===== config.mk =====
export PLATFORM = sky130hd
export DESIGN_NAME = tcd_dma
export DESIGN_NICKNAME = d
export VERILOG_FILES = /design/src/tcd_pkg.sv /design/src/tcd_channel.sv /design/src/tcd_dma.sv
export SDC_FILE = /design/constraint.sdc
export NUM_CORES = 1
export LEC_CHECK = 0
export BUFFER_PORTS_ARGS = -buffer_cell sky130_fd_sc_hd__buf_2
export CAP_MARGIN = 20
export CORE_ASPECT_RATIO = 2
export CORE_UTILIZATION = 60
export DETAILED_ROUTE_END_ITERATION = 10
export HOLD_SLACK_MARGIN = 0.1
export PLACE_DENSITY = 0.79
export SETUP_SLACK_MARGIN = 0.4
export SYNTH_ARGS = -nofsm -noshare
export SYNTH_HDL_FRONTEND = slang
export SYNTH_HIERARCHICAL = 1
export SYNTH_SLANG_ARGS = --single-unit

===== constraint.sdc =====
create_clock -name i_clk -period 8.5 [get_ports i_clk]
set_input_delay 0.85 -clock i_clk [delete_from_list [all_inputs] [get_ports i_clk]]
set_output_delay 0.85 -clock i_clk [all_outputs]
set_load 0.01 [all_outputs]

===== src/tcd_pkg.sv =====
package tcd_pkg;

    localparam int NCH = 2;
    localparam int AW  = 20;
    localparam int DW  = 16;
    localparam int CW  = 16;
    localparam int NPER = 15;

    ////////////////////////////////////////////////////////////////////
    // register map, byte offsets inside one channel window
    localparam logic [4:0] OFF_SEL = 5'h00;
    localparam logic [4:0] OFF_CTL = 5'h04;
    localparam logic [4:0] OFF_SRC = 5'h08;
    localparam logic [4:0] OFF_DST = 5'h0C;
    localparam logic [4:0] OFF_RLD = 5'h10;
    localparam logic [4:0] OFF_CNT = 5'h14;
    localparam logic [4:0] OFF_FWD = 5'h18;
    // address bit that picks channel 1 (window stride 0x20)
    localparam int ADDR_CH_BIT = 5;

    ////////////////////////////////////////////////////////////////////
    // field positions
    localparam int SEL_CAUSE_LSB = 0;
    localparam int SEL_EXT_BIT   = 6;
    localparam int SEL_SWREQ_BIT = 7;
    localparam int CTL_WORD_BIT  = 0;
    localparam int CTL_REP_BIT   = 1;
    localparam int CTL_EN_BIT    = 2;
    localparam int CTL_MODE_LSB  = 3;
    localparam int CTL_DONE_BIT  = 5;

    localparam logic [1:0] MODE_FIXED   = 2'h0;
    localparam logic [1:0] MODE_SRC_INC = 2'h1;
    localparam logic [1:0] MODE_DST_INC = 2'h2;

    ////////////////////////////////////////////////////////////////////
    // reset values
    localparam logic [3:0]    RST_CAUSE = 4'h0;
    localparam logic [1:0]    RST_MODE  = 2'h0;
    localparam logic [AW-1:0] RST_PTR   = 20'h00000;
    localparam logic [CW-1:0] RST_CNT   = 16'h0000;
    // pin sync stages start at the idle-high level: no edge after reset
    localparam logic [1:0]    RST_PINS  = 2'h3;

    ////////////////////////////////////////////////////////////////////
    // cause codes and peripheral request vector layout
    localparam logic [3:0] CAUSE_NONE      = 4'h0;
    localparam logic [3:0] CAUSE_OWN_INT   = 4'h1;
    localparam logic [3:0] CAUSE_TMR_FIRST = 4'h2;
    localparam logic [3:0] CAUSE_TMR_LAST  = 4'h9;
    localparam logic [3:0] CAUSE_UART0     = 4'hA;
    localparam logic [3:0] CAUSE_UART2     = 4'hC;
    localparam logic [3:0] CAUSE_ADC       = 4'hD;
    localparam logic [3:0] CAUSE_OTHER_INT = 4'hE;
    localparam logic [3:0] IDX_UART0       = 4'h8;
    localparam logic [3:0] IDX_UART1       = 4'hA;
    localparam logic [3:0] IDX_ADC         = 4'hE;

    typedef enum logic [2:0] {
        TCD_IDLE  = 3'b001,
        TCD_READ  = 3'b010,
        TCD_WRITE = 3'b100
    } tcd_fsm_t;

endpackage


===== src/tcd_channel.sv =====
`timescale 1ns/1ns
module tcd_channel #(
    parameter bit CH          = 1'b0,
    parameter bit REDUCED_PKG = 1'b0
) (
    input  wire logic                    i_clk,
    input  wire logic                    i_nrst,
    input  wire logic [3:0]              i_cause,
    input  wire logic                    i_ext,
    input  wire logic                    i_sw_req,
    input  wire logic                    i_enable,
    input  wire logic [tcd_pkg::NPER-1:0] i_periph,
    input  wire logic [1:0]              i_int_fall,
    input  wire logic [1:0]              i_int_both,
    input  wire logic                    i_taken,
    output logic                         o_pending
);

    typedef struct packed {
        logic pending;
    } tcd_chan_t;

    tcd_chan_t r;
    tcd_chan_t next_r;
    logic      hit;

    ////////////////////////////////////////////////////////////////////
    // cause decode; request flags are only sampled, never written
    always_comb
    begin
        logic [3:0] uidx;
        uidx = 4'h0;
        hit  = 1'b0;
        // channel index flips the edge and serial mapping
        unique case (i_cause)
            tcd_pkg::CAUSE_OWN_INT:
                hit = i_ext ? i_int_both[CH] : i_int_fall[CH];
            tcd_pkg::CAUSE_OTHER_INT:
                hit = i_ext ? i_int_both[!CH] : i_int_fall[!CH];
            tcd_pkg::CAUSE_ADC:
                hit = !i_ext && i_periph[tcd_pkg::IDX_ADC];
            default:
            begin
                if (i_cause >= tcd_pkg::CAUSE_TMR_FIRST &&
                    i_cause <= tcd_pkg::CAUSE_TMR_LAST)
                    hit = !i_ext &&
                          i_periph[i_cause - tcd_pkg::CAUSE_TMR_FIRST];
                else if (i_cause >= tcd_pkg::CAUSE_UART0 &&
                         i_cause <= tcd_pkg::CAUSE_UART2)
                begin
                    uidx = 4'((i_cause - tcd_pkg::CAUSE_UART0) << 1)
                         + tcd_pkg::IDX_UART0 + {3'h0, CH ^ i_ext};
                    // first serial port absent on small package
                    hit = i_periph[uidx] &&
                          !(REDUCED_PKG && uidx < tcd_pkg::IDX_UART1);
                end
            end
        endcase
    end

    ////////////////////////////////////////////////////////////////////
    // no mask or priority input: requests never see interrupt gating
    always_comb
    begin
        next_r = r;
        if (!i_enable)
            next_r.pending = 1'b0;
        else if (hit || i_sw_req)
            next_r.pending = 1'b1;
        else if (i_taken)
            next_r.pending = 1'b0;
    end

    always_ff @(posedge i_clk or negedge i_nrst)
    begin
        if (!i_nrst)
            r <= '0;
        else
            r <= next_r;
    end

    assign o_pending = r.pending;
endmodule


===== src/tcd_dma.sv =====
//Behaviour
// two independent cycle-stealing channels
// one byte or word moved per request
// controller takes bus before processor
// software bit or selected interrupt requests
// requests ignore interrupt masking
// transfers never touch interrupt flags
// requests start transfers only when enabled; pend drops a cycle after en, so a request still pending then can start one
// fast requests may merge into one
// src inc, dst inc or fixed; never both
// counter allows up to 64K transfers
// edge, timer, serial, converter, software causes
// each channel has its own cause map
// channel 0 served before channel 1
// single mode ends on counter underflow
// repeat mode reloads counter on underflow
// single stops on disable/underflow, repeat on disable
// first transfer reloads pointer and counter
// software keeps channels off controller registers
// small package lacks first serial causes
// each transfer is read then write
// pointer steps 1 or 2, counter minus one
`timescale 1ns/1ns
module tcd_dma #(
    parameter bit REDUCED_PKG = 1'b0
) (
    input  wire logic                     i_clk,
    input  wire logic                     i_nrst,
    input  wire logic [5:0]               i_avs_address,
    input  wire logic                     i_avs_read,
    input  wire logic                     i_avs_write,
    input  wire logic [31:0]              i_avs_writedata,
    input  wire logic [3:0]               i_avs_byteenable,
    output logic      [31:0]              o_avs_readdata,
    output logic                          o_avs_waitrequest,
    input  wire logic [tcd_pkg::NPER-1:0] i_periph_irq,
    input  wire logic                     i_ext_irq_line_0,
    input  wire logic                     i_ext_irq_line_1,
    output logic                          o_cpu_hold,
    output logic      [tcd_pkg::AW-1:0]   o_mem_addr,
    output logic                          o_mem_read,
    output logic                          o_mem_write,
    output logic                          o_mem_word,
    output logic      [tcd_pkg::DW-1:0]   o_mem_wdata,
    input  wire logic [tcd_pkg::DW-1:0]   i_mem_rdata,
    input  wire logic                     i_mem_wait
);

    typedef struct packed {
        logic [1:0][3:0]             cause;
        logic [1:0]                  ext;
        logic [1:0]                  swreq;
        logic [1:0]                  word;
        logic [1:0]                  rep;
        logic [1:0]                  en;
        logic [1:0][1:0]             mode;
        logic [1:0]                  done;
        logic [1:0]                  first;
        logic [1:0][tcd_pkg::AW-1:0] src;
        logic [1:0][tcd_pkg::AW-1:0] dst;
        logic [1:0][tcd_pkg::AW-1:0] fwd;
        logic [1:0][tcd_pkg::CW-1:0] rld;
        logic [1:0][tcd_pkg::CW-1:0] cnt;
        tcd_pkg::tcd_fsm_t           fsm;
        logic                        ch;
        logic [tcd_pkg::AW-1:0]      mem_addr;
        logic                        mem_rd;
        logic                        mem_wr;
        logic                        mem_word;
        logic [tcd_pkg::DW-1:0]      mem_wdata;
        logic                        cpu_hold;
        logic                        wreq;
        logic [31:0]                 rdata;
        logic [1:0]                  s1;
        logic [1:0]                  s2;
        logic [1:0]                  s3;
    } tcd_state_t;

    tcd_state_t r;
    tcd_state_t next_r;
    logic [1:0] pend;
    logic [1:0] taken;
    logic [1:0] int_fall;
    logic [1:0] int_both;

    ////////////////////////////////////////////////////////////////////
    // register readback
    function automatic logic [31:0] reg_val(tcd_state_t s, logic c,
                                            logic [4:0] off);
        logic [31:0] v;
        v = 32'h0000_0000;
        unique case (off)
            tcd_pkg::OFF_SEL:
            begin
                v[tcd_pkg::SEL_CAUSE_LSB +: 4] = s.cause[c];
                v[tcd_pkg::SEL_EXT_BIT]        = s.ext[c];
            end
            tcd_pkg::OFF_CTL:
            begin
                v[tcd_pkg::CTL_WORD_BIT]      = s.word[c];
                v[tcd_pkg::CTL_REP_BIT]       = s.rep[c];
                v[tcd_pkg::CTL_EN_BIT]        = s.en[c];
                v[tcd_pkg::CTL_MODE_LSB +: 2] = s.mode[c];
                v[tcd_pkg::CTL_DONE_BIT]      = s.done[c];
            end
            tcd_pkg::OFF_SRC: v[tcd_pkg::AW-1:0] = s.src[c];
            tcd_pkg::OFF_DST: v[tcd_pkg::AW-1:0] = s.dst[c];
            tcd_pkg::OFF_FWD: v[tcd_pkg::AW-1:0] = s.fwd[c];
            tcd_pkg::OFF_RLD: v[tcd_pkg::CW-1:0] = s.rld[c];
            tcd_pkg::OFF_CNT: v[tcd_pkg::CW-1:0] = s.cnt[c];
            default:          v = 32'h0000_0000;
        endcase
        return v;
    endfunction

    ////////////////////////////////////////////////////////////////////
    // external pins: two flops, then a third stage for edge detection
    assign int_fall = r.s3 & ~r.s2;
    assign int_both = r.s3 ^ r.s2;

    // one request latch per channel
    for (genvar g = 0; g < tcd_pkg::NCH; g++)
    begin : g_ch
        tcd_channel #(
            .CH          (1'(g)),
            .REDUCED_PKG (REDUCED_PKG)
        ) u_ch (
            .i_clk      (i_clk),
            .i_nrst     (i_nrst),
            .i_cause    (r.cause[g]),
            .i_ext      (r.ext[g]),
            .i_sw_req   (r.swreq[g]),
            .i_enable   (r.en[g]),
            .i_periph   (i_periph_irq),
            .i_int_fall (int_fall),
            .i_int_both (int_both),
            .i_taken    (taken[g]),
            .o_pending  (pend[g])
        );
    end

    ////////////////////////////////////////////////////////////////////
    always_comb
    begin
        logic [31:0]            w;
        logic                   wch;
        logic                   c;
        logic [4:0]             off;
        logic [tcd_pkg::AW-1:0] f;
        next_r = r;
        taken  = 2'b00;
        w      = 32'h0000_0000;
        wch    = i_avs_address[tcd_pkg::ADDR_CH_BIT];
        off    = i_avs_address[4:0];
        c      = r.ch;
        f      = r.fwd[r.ch];

        next_r.s1    = {i_ext_irq_line_1, i_ext_irq_line_0};
        next_r.s2    = r.s1;
        next_r.s3    = r.s2;
        next_r.swreq = 2'b00;

        // answer one cycle after the request is seen
        next_r.wreq = !((i_avs_read || i_avs_write) && r.wreq);
        if (i_avs_read && r.wreq)
            next_r.rdata = reg_val(r, wch, off);
        if (i_avs_write && !r.wreq)
        begin
            w = reg_val(r, wch, off);
            for (int b = 0; b < 4; b++)
                if (i_avs_byteenable[b])
                    w[b*8 +: 8] = i_avs_writedata[b*8 +: 8];
            unique case (off)
                tcd_pkg::OFF_SEL:
                begin
                    next_r.cause[wch] = w[tcd_pkg::SEL_CAUSE_LSB +: 4];
                    next_r.ext[wch]   = w[tcd_pkg::SEL_EXT_BIT];
                    next_r.swreq[wch] = i_avs_byteenable[0] &&
                        i_avs_writedata[tcd_pkg::SEL_SWREQ_BIT];
                end
                tcd_pkg::OFF_CTL:
                begin
                    next_r.word[wch] = w[tcd_pkg::CTL_WORD_BIT];
                    next_r.rep[wch]  = w[tcd_pkg::CTL_REP_BIT];
                    next_r.en[wch]   = w[tcd_pkg::CTL_EN_BIT];
                    next_r.mode[wch] = w[tcd_pkg::CTL_MODE_LSB +: 2];
                    if (w[tcd_pkg::CTL_EN_BIT] && !r.en[wch])
                    begin
                        next_r.first[wch] = 1'b1;
                        next_r.done[wch]  = 1'b0;
                    end
                end
                tcd_pkg::OFF_SRC: next_r.src[wch] = w[tcd_pkg::AW-1:0];
                tcd_pkg::OFF_DST: next_r.dst[wch] = w[tcd_pkg::AW-1:0];
                tcd_pkg::OFF_RLD: next_r.rld[wch] = w[tcd_pkg::CW-1:0];
                default:          next_r.rld = next_r.rld;
            endcase
        end

        ////////////////////////////////////////////////////////////////
        // cycle-steal engine; a request latched mid-transfer merges
        unique case (r.fsm)
            tcd_pkg::TCD_IDLE:
            begin
                if (pend != 2'b00)
                begin
                    c = !pend[0];
                    taken[c] = 1'b1;
                    f = r.fwd[c];
                    if (r.first[c])
                    begin
                        f = (r.mode[c] == tcd_pkg::MODE_DST_INC) ?
                            r.dst[c] : r.src[c];
                        next_r.cnt[c]   = r.rld[c];
                        next_r.first[c] = 1'b0;
                        next_r.fwd[c]   = f;
                    end
                    next_r.ch       = c;
                    next_r.cpu_hold = 1'b1;
                    next_r.mem_rd   = 1'b1;
                    next_r.mem_word = r.word[c];
                    next_r.mem_addr =
                        (r.mode[c] == tcd_pkg::MODE_SRC_INC) ?
                        f : r.src[c];
                    next_r.fsm = tcd_pkg::TCD_READ;
                end
            end
            tcd_pkg::TCD_READ:
            begin
                if (!i_mem_wait)
                begin
                    next_r.mem_wdata = r.mem_word ? i_mem_rdata :
                        {8'h00, i_mem_rdata[7:0]};
                    next_r.mem_rd   = 1'b0;
                    next_r.mem_wr   = 1'b1;
                    next_r.mem_addr =
                        (r.mode[c] == tcd_pkg::MODE_DST_INC) ?
                        r.fwd[c] : r.dst[c];
                    next_r.fsm = tcd_pkg::TCD_WRITE;
                end
            end
            tcd_pkg::TCD_WRITE:
            begin
                if (!i_mem_wait)
                begin
                    next_r.mem_wr   = 1'b0;
                    next_r.cpu_hold = 1'b0;
                    if (r.mode[c] == tcd_pkg::MODE_SRC_INC ||
                        r.mode[c] == tcd_pkg::MODE_DST_INC)
                        next_r.fwd[c] = r.fwd[c] +
                            (r.mem_word ? 20'h00002 : 20'h00001);
                    if (r.cnt[c] == tcd_pkg::RST_CNT)
                    begin
                        if (r.rep[c])
                            next_r.cnt[c] = r.rld[c];
                        else
                        begin
                            next_r.en[c]   = 1'b0;
                            next_r.done[c] = 1'b1;
                        end
                    end
                    else
                        next_r.cnt[c] = r.cnt[c] - 16'h0001;
                    next_r.fsm = tcd_pkg::TCD_IDLE;
                end
            end
        endcase
    end

    always_ff @(posedge i_clk or negedge i_nrst)
    begin
        if (!i_nrst)
        begin
            r       <= '0;
            r.cause <= {tcd_pkg::RST_CAUSE, tcd_pkg::RST_CAUSE};
            r.mode  <= {tcd_pkg::RST_MODE, tcd_pkg::RST_MODE};
            r.src   <= {tcd_pkg::RST_PTR, tcd_pkg::RST_PTR};
            r.dst   <= {tcd_pkg::RST_PTR, tcd_pkg::RST_PTR};
            r.fwd   <= {tcd_pkg::RST_PTR, tcd_pkg::RST_PTR};
            r.cnt   <= {tcd_pkg::RST_CNT, tcd_pkg::RST_CNT};
            r.rld   <= {tcd_pkg::RST_CNT, tcd_pkg::RST_CNT};
            r.fsm   <= tcd_pkg::TCD_IDLE;
            r.wreq  <= 1'b1;
            r.s1    <= tcd_pkg::RST_PINS;
            r.s2    <= tcd_pkg::RST_PINS;
            r.s3    <= tcd_pkg::RST_PINS;
        end
        else
            r <= next_r;
    end

    assign o_avs_readdata    = r.rdata;
    assign o_avs_waitrequest = r.wreq;
    assign o_cpu_hold        = r.cpu_hold;
    assign o_mem_addr        = r.mem_addr;
    assign o_mem_read        = r.mem_rd;
    assign o_mem_write       = r.mem_wr;
    assign o_mem_word        = r.mem_word;
    assign o_mem_wdata       = r.mem_wdata;

    logic wr_done0;
    logic bus_wr;
    assign bus_wr   = i_avs_write && !r.wreq;
    assign wr_done0 = r.fsm == tcd_pkg::TCD_WRITE && !i_mem_wait &&
                      !r.ch && !bus_wr;
endmodule


==> results.md <==
- Num rows: 89
- Nets: 2036
- Detail Placement HPWL: 42170 um
- Leakage power: 8.166 nW
- Die Footprint: approximately 31000 sq um
- Placeable Area: just under 30000 sq um
- Clock Path Buffers: 3
- Max-cap violations: 0
- Vias in the first global route: 15928
- TritonCTS clock tree: built
- Final hold violations: 0
- Status: complete, no violations
- GRT overflow: 0
- EDFF count, synth: 0
- Post-synthesis register bit count: 283
- Cells after Synth: 1951
- First-pass GRT wire length: slightly above 90000 um
- Setup Viol. Count Final: 0
- Worst slew margin: 23.81%
- Final instance area: 19290 sq um
- Io pins: around 150
- Type of origin of the critical path: register
- Crit path kind: register to register
- Fin crit share: a little under 60%
- Drt via density: 7.092
- DR WL/cell: roughly 26 um
- Worst r2r src: r[79]
- Hold Crit Class: primary input to async pin
- First-pass detailed-route iteration total: 9
- GRT Overall Usage: 40.44%
- Die H: 246.3 um
- IO Port Bufs: about 130
- Post-synth top flop: dfrtp_1
- Synthesized area per cell: 9.175 sq um
- Clock latency on the worst-skew pair: 0.56 ns
- Commonest non-fill, non-tap cells in the layout: dfrtp_1, nand2_1, o21ai_0, buf_2, mux2i_1
- Final Max Tran Viols: 0
- FF-to-FF setup slack: 3.58 ns
- Final ANT Viol Nets: 0
- Area growth syn-to-layout: 7.794%
- Setup TNS: 0 ns
- Initial antenna violation count: 0
- Ys async rst share: 100.0%
- Post-cts resize count: 0
- Fraction of layout cells with a size suffix above 1: 16.77%
- Worst Path Required: 8.98 ns
- FILL cells: 2426
- Yosys cell types: 83
- Ys Warns: 6
- # diodes: 0
- H-tree Lvls: 1
- Iteration-0 DRC Markers: 1778
- Pin count of the biggest net entering global routing: 172
- Maximum VDD drop: 168.8 uV
- Clock Root Buffer: clkbuf_16
- CTS Hold Bufs: 0
- Critical path fanouts, max: 49
- R2r endpoint: r[83]
- R2R depth: 8
- CTS buffer count: 26
- Most common cell after layout, fill and taps aside: dfrtp_1
- Critical path endpoint category: register
- Worst Path Arrival: roughly 5.4 ns
- Routed via count: 16496
- Sink Count: 283
- Mapped Area: ~18000 sq um
- Sequential share of the synthesized area: just under 40%
- Setup Skew: 0.009323 ns
- Starting Density: 60.89%
- Number of remaining DRC errors: 0
- Clock transition at path regs: around 0.07 ns
- Worst Tran Pin Value: between 1 and 1.5 ns
- Final wirelength: 60770 um
- Fmax: 0.2033 GHz
- Placement Cell Area: around 18000 sq um
- Final min period: 4.919 ns
- RSZ-0062 raised after global routing: false
- Setup bufs post-CTS: 0
- Power Density: ~210 nW/um^2
- Die Wd: 124.1 um
- RePlAce Congestion: 1.004
==> state kept, by name, summed over array words and instances (netlist names) <==
register,flops
g_ch.u_ch/o_pending,2
next_r,4
o_avs_readdata,20
o_avs_waitrequest,1
o_cpu_hold,1
o_mem_addr,20
o_mem_read,1
o_mem_wdata,16
o_mem_word,1
o_mem_write,1
r,216
==> layout make-up <==
class	instances	area [sq um]	share of cell area, %
timing repair buffer	169	1049	5.434
tap	364	455.4	2.360
sequential	283	7099	36.79
multi-input combinational	1444	9669	50.11
inverter	19	71.32	0.3696
clock buffer	37	763.2	3.956
clock inverter	10	187.7	0.9727
==> metal layers <==
metal	part of all wire (%)	track usage (%)	vias to the layer above
met5	0	0	-
met1	34	47.33	7889
li1	-	-	7123
met3	10	6.898	325
met2	48	64.38	1159
met4	8.6	32.00	0
==> Yosys cell counts (all sizes together), types with 12 or more instances <==
cell type	n	area share [%]
clkbuf	102	2.2
ha	12	0.84
nand2b	28	0.98
nand4	24	0.84
nor3	38	1.1
a211oi	24	1.1
nand2	266	5.6
a22oi	53	2.2
o2bb2ai	16	0.78
o31ai	32	1.4
inv	19	0.40
a31oi	16	0.56
nor2	95	2.0
a221o	15	0.84
nand3	89	2.5
a21oi	66	1.8
mux4	37	4.7
mux2i	120	6.7
buf	114	4.2
nor2b	23	0.80
a221oi	19	0.93
o21ai	217	6.1
dfrtp	275	38
mux2	48	3.0
==> logic make-up after synthesis <==
logic type	Yosys count	share of synthesized area, %
other cells	1	0.02095
fa+ha+maj	13	0.9506
flops	283	39.62
simple gates	649	17.34
buf+inv	235	6.780
xor+xnor	19	0.9297
mux	205	14.45
compound gates	546	19.91
==> worst max-delay path by stage <==
stage | endpoint | start | slack, ns
2_1_floorplan | r[166] | r[79] | 4.85
3_3_place_gp | r[83] | r[79] | 3.82
3_5_place_dp | r[83] | r[79] | 3.73
4_1_cts | r[83] | r[79] | 3.69
5_1_grt | r[83] | r[79] | 3.31
6_report | r[83] | r[79] | 3.58
==> critical path, cell delays in order (launching register included) <==
cell and delay [ns]:
dfrtp_4 0.86, buf_4 0.68, or4b_2 0.68, o22ai_1 0.42, nand3_1 0.62, o31ai_2 0.96, buf_4 0.33, a221oi_1 0.07
a21oi_1 0.17
==> power breakdown <==
group | switching [mW] | total, mW | internal (mW) | leakage, nW
registers | 0.205 | 1.71 | 1.51 | 3.81
logic | 0.611 | 0.997 | 0.386 | 3.90
clock network | 0.548 | 1.33 | 0.778 | 0.458
==> per-stage QoR <==
step	setup slack, ns	utilization, %	power [mW]	hold slack [ns]	cells
floorplan	4.852	-	2.379	0.3452	1962
global placement	3.817	61.97	2.654	0.3501	2272
detailed placement	3.732	62.08	2.696	0.3475	2274
CTS	3.687	65.32	4.006	0.3607	2321
global route	3.307	65.63	4.188	0.3634	2326
finish	3.581	65.63	4.037	0.3594	2326
(Power assumes the default switching activity.)
